$ cat config.mk
export PLATFORM = sky130hd
export DESIGN_NAME = pfwp_top
export DESIGN_NICKNAME = d
export VERILOG_FILES = /design/src/logic/pfwp_top.v /design/src/logic/pfwp_shadow_chk.v
export VERILOG_INCLUDE_DIRS = /design/src /design/src/logic
export SDC_FILE = /design/constraint.sdc
export NUM_CORES = 1
export LEC_CHECK = 0
export BUFFER_PORTS_ARGS = -buffer_cell sky130_fd_sc_hd__buf_2
export CORE_MARGIN = 1
export CORE_UTILIZATION = 35
export CTS_BUF_LIST = sky130_fd_sc_hd__clkbuf_16
export DETAILED_ROUTE_END_ITERATION = 10
export SETUP_SLACK_MARGIN = 0.1
export SLEW_MARGIN = 30
export SYNTH_ARGS = -nofsm -noshare
export SYNTH_HDL_FRONTEND = slang
export SYNTH_HIERARCHICAL = 1
export SYNTH_SLANG_ARGS = --single-unit
$ cat constraint.sdc
create_clock -name CLOCK -period 3.4 [get_ports CLOCK]
set_clock_uncertainty 0.05 [all_clocks]
set_input_delay 0.34 -clock CLOCK [delete_from_list [all_inputs] [get_ports CLOCK]]
set_output_delay 0.34 -clock CLOCK [all_outputs]
set_load 0.01 [all_outputs]
$ cat src/logic/pfwp_map.vh
`ifndef PFWP_MAP_VH
`define PFWP_MAP_VH
// register byte addresses
`define PFWP_ADDR_CFG 8'h00
`define PFWP_ADDR_CFGSH 8'h04
`define PFWP_ADDR_REQ 8'h08
`define PFWP_ADDR_STAT 8'h0C
`define PFWP_ADDR_LOAD 8'h10
`define PFWP_ADDR_CAUSE 8'h14
`define PFWP_ADDR_LAST 8'h18
`define PFWP_ADDR_SEGB 8'h1C
// refusal cause bits
`define PFWP_WHY_GCP 0
`define PFWP_WHY_GLOBAL_WRITE_PROTECT 1
`define PFWP_WHY_SEG 2
// configuration word fields
`define PFWP_CFG_GCP 0
`define PFWP_CFG_GLOBAL_WRITE_PROTECT 1
`define PFWP_CFG_DIS 2
`define PFWP_CFG_END 3
`define PFWP_CFG_CFG 4
`define PFWP_CFG_PAGE_LO 8
`define PFWP_CFG_PAGE_HI 14
`define PFWP_CFG_W 15
// request register fields
`define PFWP_REQ_ADDR_HI 23
`define PFWP_REQ_EXT 24
`define PFWP_REQ_WR 25
`define PFWP_REQ_GO 31
// status bits
`define PFWP_ST_ALLOW 0
`define PFWP_ST_DENY 1
`define PFWP_ST_PERR 2
`define PFWP_ST_INSEG 3
// reset values: all unprogrammed; code-protect on, no other protection
`define PFWP_CFG_RST 15'h7FFF
`define PFWP_PAGE_SHIFT 9
`define PFWP_RSTP_LEN 4'h4
`endif

$ cat src/logic/pfwp_top.v
// Summary of operation
// - code-protect refuses external reads and writes; internal accesses unaffected
// - write-protect at zero blocks all internal writes and erases
// - active segment protection blocks internal writes and erases inside its range
// - segment protection only adds; global bits still block outside it
// - segment protection active only when its disable bit is zero
// - seven-bit page field picks a 512-word page, itself protected
// - side bit zero: segment runs from zero through selected page end
// - side bit one: segment runs from page start to memory end
// - config-page bit zero also protects the last page
// - config-page bit one with side zero leaves last page open unless it is the selected page
// - each config value has a complement shadow compared continuously
// - any shadow mismatch flags parity error and forces device reset
// - config source words covered by code-protect and segment settings
`timescale 1ns/10ps
`include "pfwp_map.vh"
module pfwp_top #(
  parameter AW = 24,
  parameter PAGE_BITS = 7,
  parameter LAST_PAGE = 7'h7F
) (
  input wire CLOCK,
  input wire RST,
  input wire CE,
  input wire HSEL,
  input wire [31:0] HADDR,
  input wire [1:0] HTRANS,
  input wire HWRITE,
  input wire [2:0] HSIZE,
  input wire [31:0] HWDATA,
  input wire HREADY,
  output wire HREADYOUT,
  output wire HRESP,
  output reg [31:0] HRDATA,
  input wire NVM_REQ,
  input wire [AW-1:0] NVM_ADDR,
  input wire NVM_WR,
  input wire NVM_EXT,
  output reg NVM_DONE,
  output reg NVM_ALLOW,
  output reg PARITY_ERR,
  output reg DEV_RESET
);
  wire [`PFWP_CFG_W-1:0] cfg;
  wire mismatch;
  reg [7:0] a_addr_ff;
  reg a_wr_ff;
  reg a_valid_ff;
  reg [AW-1:0] sw_addr_ff;
  reg sw_wr_ff;
  reg sw_ext_ff;
  reg sw_go_ff;
  reg allow_ff;
  reg deny_ff;
  reg inseg_ff;
  reg [3:0] rstp_ff;
  reg [3:0] nxt_rstp;
  wire bus_wr;
  wire ld;
  wire poke;
  wire poke_sh;
  wire req_go;
  wire [AW-1:0] req_addr;
  wire req_wr;
  wire req_ext;
  wire [PAGE_BITS-1:0] req_page;
  wire in_seg;
  wire ok;
  wire take;
  wire [2:0] cause;
  wire seg_on;
  wire [PAGE_BITS-1:0] seg_first;
  wire [PAGE_BITS-1:0] seg_last;
  reg [2:0] cause_ff;
  reg [AW-1:0] last_addr_ff;
  reg last_ext_ff;
  reg last_wr_ff;
  // refusal counter width; saturates rather than wraps
  localparam DCNT_W = 16;
  localparam [DCNT_W-1:0] DCNT_MAX = {DCNT_W{1'b1}};
  reg [DCNT_W-1:0] dcnt_ff;
  reg [DCNT_W-1:0] nxt_dcnt;
  // one-hot checker states
  localparam ST_IDLE = 2'b01;
  localparam ST_DONE = 2'b10;
  reg [1:0] st_ff;
  reg [1:0] nxt_st;

  // page number of an address; 512-word pages
  function [PAGE_BITS-1:0] page_of;
    input [AW-1:0] a;
    begin
      page_of = a[`PFWP_PAGE_SHIFT+PAGE_BITS-1:`PFWP_PAGE_SHIFT];
    end
  endfunction

  // lowest page of the contiguous run; zero when the side bit is clear
  function [PAGE_BITS-1:0] seg_lo;
    input [`PFWP_CFG_W-1:0] c;
    begin
      if (c[`PFWP_CFG_END]) begin
        seg_lo = c[`PFWP_CFG_PAGE_HI:`PFWP_CFG_PAGE_LO];
      end else begin
        seg_lo = {PAGE_BITS{1'b0}};
      end
    end
  endfunction

  // highest page of the run; the config page is handled on its own
  function [PAGE_BITS-1:0] seg_hi;
    input [`PFWP_CFG_W-1:0] c;
    begin
      if (c[`PFWP_CFG_END]) begin
        seg_hi = LAST_PAGE[PAGE_BITS-1:0];
      end else begin
        seg_hi = c[`PFWP_CFG_PAGE_HI:`PFWP_CFG_PAGE_LO];
      end
    end
  endfunction

  // segment decision, pure function of config and page
  function seg_hit;
    input [`PFWP_CFG_W-1:0] c;
    input [PAGE_BITS-1:0] p;
    begin
      if (c[`PFWP_CFG_DIS]) begin
        seg_hit = 1'b0;
      end else begin
        // boundary page itself is inside either way
        seg_hit = (p >= seg_lo(c) && p <= seg_hi(c)) ||
          (!c[`PFWP_CFG_CFG] && p == LAST_PAGE);
      end
    end
  endfunction

  // which protections refuse a request; all clear means go ahead
  function [2:0] deny_why;
    input [`PFWP_CFG_W-1:0] c;
    input e;
    input w;
    input s;
    begin
      deny_why = 3'b000;
      if (e) begin
        deny_why[`PFWP_WHY_GCP] = c[`PFWP_CFG_GCP];
      end else if (w) begin
        deny_why[`PFWP_WHY_GLOBAL_WRITE_PROTECT] = !c[`PFWP_CFG_GLOBAL_WRITE_PROTECT];
        deny_why[`PFWP_WHY_SEG] = s;
      end
    end
  endfunction

  pfwp_shadow_chk #(
    .W(`PFWP_CFG_W)
  ) u_shadow (
    .CLOCK(CLOCK),
    .RST(RST),
    .CE(CE),
    .LOAD(ld),
    .LOAD_VAL(HWDATA[`PFWP_CFG_W-1:0]),
    .POKE(poke),
    .POKE_VAL(HWDATA[`PFWP_CFG_W-1:0]),
    .POKE_SH(poke_sh),
    .CFG(cfg),
    .MISMATCH(mismatch)
  );

  // ahb slave: zero wait, always okay
  assign HREADYOUT = 1'b1;
  assign HRESP = 1'b0;
  assign bus_wr = a_valid_ff && a_wr_ff && CE;
  assign ld = bus_wr && a_addr_ff == `PFWP_ADDR_LOAD;
  assign poke = bus_wr && (a_addr_ff == `PFWP_ADDR_CFG ||
    a_addr_ff == `PFWP_ADDR_CFGSH);
  assign poke_sh = a_addr_ff == `PFWP_ADDR_CFGSH;

  // address phase capture
  always @(posedge CLOCK) begin
    if (RST) begin
      a_valid_ff <= 1'b0;
      a_wr_ff <= 1'b0;
      a_addr_ff <= 8'h00;
    end else if (CE && HREADY) begin
      a_valid_ff <= HSEL && HTRANS[1];
      a_wr_ff <= HWRITE;
      a_addr_ff <= HADDR[7:0];
    end
  end

  // read data, registered at address phase; unmapped reads zero
  always @(posedge CLOCK) begin
    if (RST) begin
      HRDATA <= 32'h00000000;
    end else if (CE && HREADY && HSEL && HTRANS[1] && !HWRITE) begin
      case (HADDR[7:0])
        `PFWP_ADDR_CFG: HRDATA <= {17'h00000, cfg};
        `PFWP_ADDR_REQ: HRDATA <= {{(32-AW){1'b0}}, sw_addr_ff};
        `PFWP_ADDR_STAT: HRDATA <= {28'h0000000, inseg_ff, PARITY_ERR,
          deny_ff, allow_ff};
        `PFWP_ADDR_CAUSE: HRDATA <= {{(32-DCNT_W-3){1'b0}}, dcnt_ff,
          cause_ff};
        `PFWP_ADDR_LAST: HRDATA <= {{(30-AW){1'b0}}, last_wr_ff,
          last_ext_ff, last_addr_ff};
        `PFWP_ADDR_SEGB: HRDATA <= {{(31-2*PAGE_BITS){1'b0}}, seg_on,
          seg_last, seg_first};
        default: HRDATA <= 32'h00000000;
      endcase
    end
  end

  // software request register; go is a one-cycle pulse
  always @(posedge CLOCK) begin
    if (RST) begin
      sw_addr_ff <= {AW{1'b0}};
      sw_wr_ff <= 1'b0;
      sw_ext_ff <= 1'b0;
      sw_go_ff <= 1'b0;
    end else if (CE) begin
      sw_go_ff <= 1'b0;
      if (bus_wr && a_addr_ff == `PFWP_ADDR_REQ) begin
        sw_addr_ff <= HWDATA[AW-1:0];
        sw_wr_ff <= HWDATA[`PFWP_REQ_WR];
        sw_ext_ff <= HWDATA[`PFWP_REQ_EXT];
        sw_go_ff <= HWDATA[`PFWP_REQ_GO];
      end
    end
  end

  // controller port wins over the software probe
  assign req_go = NVM_REQ || sw_go_ff;
  assign req_addr = NVM_REQ ? NVM_ADDR : sw_addr_ff;
  assign req_wr = NVM_REQ ? NVM_WR : sw_wr_ff;
  assign req_ext = NVM_REQ ? NVM_EXT : sw_ext_ff;
  assign req_page = page_of(req_addr);
  assign in_seg = seg_hit(cfg, req_page);

  // external access: code-protect refuses all; internal ignores it
  // internal write: global write-protect, then segment adds on top
  assign cause = deny_why(cfg, req_ext, req_wr, in_seg);
  assign ok = ~|cause;
  assign take = st_ff == ST_IDLE && req_go;

  // live segment bounds for software; on is low while disabled
  assign seg_on = !cfg[`PFWP_CFG_DIS];
  assign seg_first = seg_lo(cfg);
  assign seg_last = seg_hi(cfg);

  // saturating so a flood of refusals cannot wrap back to zero
  always @* begin
    nxt_dcnt = dcnt_ff;
    if (take && !ok && dcnt_ff != DCNT_MAX) begin
      nxt_dcnt = dcnt_ff + {{(DCNT_W-1){1'b0}}, 1'b1};
    end
  end

  // last request and its refusal causes, kept for software
  always @(posedge CLOCK) begin
    if (RST) begin
      dcnt_ff <= {DCNT_W{1'b0}};
      cause_ff <= 3'b000;
      last_addr_ff <= {AW{1'b0}};
      last_ext_ff <= 1'b0;
      last_wr_ff <= 1'b0;
    end else if (CE) begin
      dcnt_ff <= nxt_dcnt;
      if (take) begin
        cause_ff <= cause;
        last_addr_ff <= req_addr;
        last_ext_ff <= req_ext;
        last_wr_ff <= req_wr;
      end
    end
  end

  // verdict latched before the operation starts
  always @* begin
    nxt_st = st_ff;
    case (st_ff)
      ST_IDLE: begin
        if (req_go) begin
          nxt_st = ST_DONE;
        end
      end
      ST_DONE: nxt_st = ST_IDLE;
      default: nxt_st = ST_IDLE;
    endcase
  end

  always @(posedge CLOCK) begin
    if (RST) begin
      st_ff <= ST_IDLE;
      NVM_DONE <= 1'b0;
      NVM_ALLOW <= 1'b0;
      allow_ff <= 1'b0;
      deny_ff <= 1'b0;
      inseg_ff <= 1'b0;
    end else if (CE) begin
      st_ff <= nxt_st;
      NVM_DONE <= 1'b0;
      if (st_ff == ST_IDLE && req_go) begin
        // denied request still completes, just without the enable
        NVM_DONE <= 1'b1;
        NVM_ALLOW <= ok;
        allow_ff <= ok;
        deny_ff <= !ok;
        inseg_ff <= in_seg;
      end
    end
  end

  // parity error is sticky until reset; reset pulse stretched
  always @* begin
    nxt_rstp = rstp_ff;
    if (mismatch) begin
      nxt_rstp = `PFWP_RSTP_LEN;
    end else if (rstp_ff != 4'h0) begin
      nxt_rstp = rstp_ff - 4'h1;
    end
  end

  always @(posedge CLOCK) begin
    if (RST) begin
      rstp_ff <= 4'h0;
      PARITY_ERR <= 1'b0;
      DEV_RESET <= 1'b0;
    end else if (CE) begin
      rstp_ff <= nxt_rstp;
      if (mismatch) begin
        PARITY_ERR <= 1'b1;
      end
      // high while mismatched and for the full stretch after it
      DEV_RESET <= mismatch || rstp_ff != 4'h0;
    end
  end
endmodule // pfwp_top

$ cat src/logic/pfwp_shadow_chk.v
`timescale 1ns/10ps
// holds config copy and complement shadow, flags any mismatch
module pfwp_shadow_chk #(
  parameter W = 15
) (
  input wire CLOCK,
  input wire RST,
  input wire CE,
  input wire LOAD,
  input wire [W-1:0] LOAD_VAL,
  input wire POKE,
  input wire [W-1:0] POKE_VAL,
  input wire POKE_SH,
  output wire [W-1:0] CFG,
  output wire MISMATCH
);
  reg [W-1:0] cfg_ff;
  reg [W-1:0] shadow_ff;
  // load writes both copies; poke disturbs one side for upset injection
  always @(posedge CLOCK) begin
    if (RST) begin
      cfg_ff <= `PFWP_CFG_RST;
      shadow_ff <= ~`PFWP_CFG_RST;
    end else if (CE) begin
      if (LOAD) begin
        cfg_ff <= LOAD_VAL;
        shadow_ff <= ~LOAD_VAL;
      end else if (POKE && !POKE_SH) begin
        cfg_ff <= POKE_VAL;
      end else if (POKE && POKE_SH) begin
        shadow_ff <= POKE_VAL;
      end
    end
  end
  assign CFG = cfg_ff;
  // continuous compare against the complement
  assign MISMATCH = |(cfg_ff ^ ~shadow_ff);
endmodule // pfwp_shadow_chk

==> metrics.md <==
| Metric | Value |
|---|---|
| I/O pins | `140` |
| Post-route insts no fill | `1288` |
| Routed WL per cell | `18.0 um` |
| Post-route minimum period | `2.90 ns` |
| Slew Viols, Final | `0` |
| Period utilisation layout | `0.854` |
| Starting DRT DRC Count | `623` |
| Antenna Cells | `0` |
| Hold endpoint | `sw_addr_ff[20]` |
| Synth warn | `6` |
| DP Area | `8540 sq um` |
| Number of synthesized flops with an enable pin | `0` |
| Remaining global-route overflow | `0` |
| HP Class | `in2reg` |
| First-pass GRT wire length | `36600 um` |
| Max-cap viol count | `0` |
| FF+latch area | `3000 sq um` |
| Placeable Area | `22000 sq um` |
| Hold buffers post-CTS | `0` |
| CTS-repair resized insts | `0` |
| Multi-input logic area | `4370 sq um` |
| Routed WL | `23200 um` |
| CP Class | `reg2reg` |
| Die Ht | `152 um` |
| Syn Area/Cell | `8.46 sq um` |
| Ys flop type | `dfxtp_1` |
| Crit-path max FO | `12` |
| LEAKAGE | `3.51 nW` |
| Status | `finished, violations left` |
| Pre-antenna DRT Iters | `8` |
| Register area share after synthesis | `0.381` |
| Synthesis-to-finish area growth | `15.2%` |
| RR Endpoint | `rstp_ff[3]` |
| Worst path cell trace | `buf_4 -> xnor2_1 -> nor4_1 -> nand4_1 -> o41ai_1 -> buf_4 -> nor4_1 -> xnor2_1 -> a211oi_1` |
| CTS Buf Count | `17` |
| Post-Syn Instances | `932` |
| Final Power | `4.07 mW` |
| Yosys reg bits | `150` |
| Post-CTS setup buffer count | `0` |
| DP Wirelength | `16300 um` |
| Setup TNS | `0 ns` |
| Post-layout nets | `1114` |
| Commonest non-fill, non-tap cell in the layout | `dfxtp_1` |
| CP Capture Type | `flop` |
| GP Congestion | `0.851` |
| Routed Antenna Nets | `0` |
| TritonCTS Sinks | `150` |
| Failing checks | `design-rule violations` |
| Gr usage total | `0.204` |
| Port bufs | `98` |
| Final core occ | `0.414` |
| H-tree levels | `4` |
| Critical Path RT | `3.70 ns` |
| Worst hold slack | `0.103 ns` |
| Share of cells above drive strength 1 | `0.197` |
| Final hold vios | `0` |
| Total power per unit cell area | `449 nW/um^2` |
| # fillers | `2249` |
| Actual slew at the worst max-slew pin | `0.928 ns` |
| Worst R2R Setup Slack | `0.50 ns` |
| CTS tree | `built` |
| Initial antenna violation count | `0` |
| CP arrival | `3.20 ns` |
| Num rows | `54` |
| Mapped Area | `7890 sq um` |
| Vias post-DR | `7100` |
| VDD IR max | `0.000311 V` |
| Unrepaired setup endpoints after global routing | `no` |
| Hold path depth | `3` |
| Max transition margin | `0.382` |
| Setup Viol. Count Final | `0` |
| Clock Tree Root | `clkbuf_16` |
| Synth unique cells | `56` |
| Vias in the first global route | `6448` |
| Die footprint | `23100 sq um` |
| Remaining DRCs | `5` |
| Drt via density | `5.51` |
| Slowest-stage cell, CP | `dfxtp_1` |
| Critical hold path startpoint | `HWDATA[20]` |
| Final Instance Area | `9080 sq um` |
| Setup ws final | `0.498 ns` |
| Clk buf depth | `2` |
| Reg2reg start | `u_shadow/CFG[3]` |
| Worst slack, placed | `0.273 ns` |
| Largest net degree at the start of global routing | `60` |
| R2R depth | `9` |
| Die width | `152 um` |
| Inst Count DP | `1256` |
| FMAX | `345 MHz` |
| Largest stage delay, worst path | `0.60 ns` |
| Clk pin slew, worst setup/hold paths | `0.06 ns` |
| Starting Density | `0.359` |
| CP startpoint kind | `flop` |
| FFs w/ async S/R, synth | `0` |
| Clock Latency Late Sink | `0.44 ns` |
| Commonest cells after routing, fill and taps aside | `dfxtp_1, nand2_1, buf_2, a21oi_1, nor2_1` |
-- synthesized netlist by cell type (all sizes together), types with 2 or more instances --
| library cell | count | share of area |
|---|---|---|
| dfxtp | 150 | 0.38 |
| nand2 | 136 | 0.065 |
| a21oi | 87 | 0.055 |
| nor2 | 78 | 0.037 |
| clkbuf | 42 | 0.020 |
| buf | 41 | 0.035 |
| mux2i | 36 | 0.046 |
| inv | 33 | 0.016 |
| o211ai | 31 | 0.042 |
| mux2 | 28 | 0.045 |
| o21ai | 27 | 0.017 |
| a211oi | 21 | 0.020 |
| a222oi | 20 | 0.025 |
| nor3 | 19 | 0.014 |
| ha | 17 | 0.027 |
| xnor2 | 17 | 0.019 |
| nand3 | 15 | 0.0095 |
| o22ai | 13 | 0.010 |
| nand2b | 12 | 0.0095 |
| o2111ai | 12 | 0.013 |
| nor2b | 11 | 0.0087 |
| nand4 | 10 | 0.0079 |
| nor4 | 10 | 0.0095 |
| or4 | 9 | 0.0086 |
| o31ai | 8 | 0.0076 |
| a221oi | 7 | 0.0078 |
| a22oi | 7 | 0.0067 |
| a22o | 3 | 0.0033 |
| a311oi | 3 | 0.0057 |
| and2 | 3 | 0.0024 |
| and3 | 3 | 0.0024 |
| o21a | 3 | 0.0038 |
| a31oi | 2 | 0.0016 |
| conb | 2 | 0.00095 |
| nand3b | 2 | 0.0019 |
| nor3b | 2 | 0.0019 |
| o41ai | 2 | 0.0022 |
| or3 | 2 | 0.0016 |
-- registers in the layout, summed over array words and instances (netlist names), 2 cells and up --
register and cells:
u_shadow/shadow_ff 15, last_addr_ff 24, cause_ff 3, u_shadow/CFG 15
dcnt_ff 16, HRDATA 26, rstp_ff 4, st_ff 2
a_addr_ff 8, sw_addr_ff 24
-- how the worst max path moves through the flow --
stage                          startpoint          to
final                     u_shadow/CFG[3]  rstp_ff[3]
after global routing      u_shadow/CFG[3]  rstp_ff[3]
after global placement            NVM_REQ  dcnt_ff[0]
after floorplan                   NVM_REQ  dcnt_ff[0]
after CTS                 u_shadow/CFG[3]  dcnt_ff[0]
after detailed placement          NVM_REQ  dcnt_ff[0]
-- metal layers --
layer,global-route usage,wire [um],up-vias
met3,0.0385,1240,31
met4,0.0714,513,0
met5,0,0,-
li1,-,-,3480
met1,0.282,10800,3381
met2,0.316,10600,208
-- report_power, final --
part | total (mW) | internal, mW | switching, mW
Combinational | 0.432 | 0.172 | 0.260
Clock | 1.79 | 1.05 | 0.738
Sequential | 1.85 | 1.81 | 0.0366
Total | 4.07 | 3.04 | 1.03
-- cells by family (layout without fill, tap and decap cells) --
group / after synthesis / after routing / synth area share
xor gates and xnor gates: 17 / 17 / 0.0189
and+or+nand+nor: 317 / 317 / 0.186
other: 2 / 8 / 0.000952
muxes: 64 / 64 / 0.0904
AOI/OAI and AO/OA: 249 / 249 / 0.225
DFF: 150 / 150 / 0.381
adders and majority gates: 17 / 17 / 0.0270
buffers and inverters: 116 / 186 / 0.0708
-- cell type report --
cell class                 count  share of cell area
sequential                   150               0.331
tap                          280              0.0386
multi-input combinational    672               0.481
timing repair buffer         121              0.0760
clock inverter                15              0.0134
inverter                      33              0.0136
clock buffer                  17              0.0468
-- worst max-delay path, delay by kind of cell, from the launching register on --
| family | cells | cell delay, ns |
|---|---|---|
| simple gates | 3 | 0.88 |
| buf+inv | 2 | 0.47 |
| compound gates | 2 | 0.61 |
| xor+xnor | 2 | 0.20 |
| flops | 1 | 0.60 |
Power figures use the tool's default switching activity.
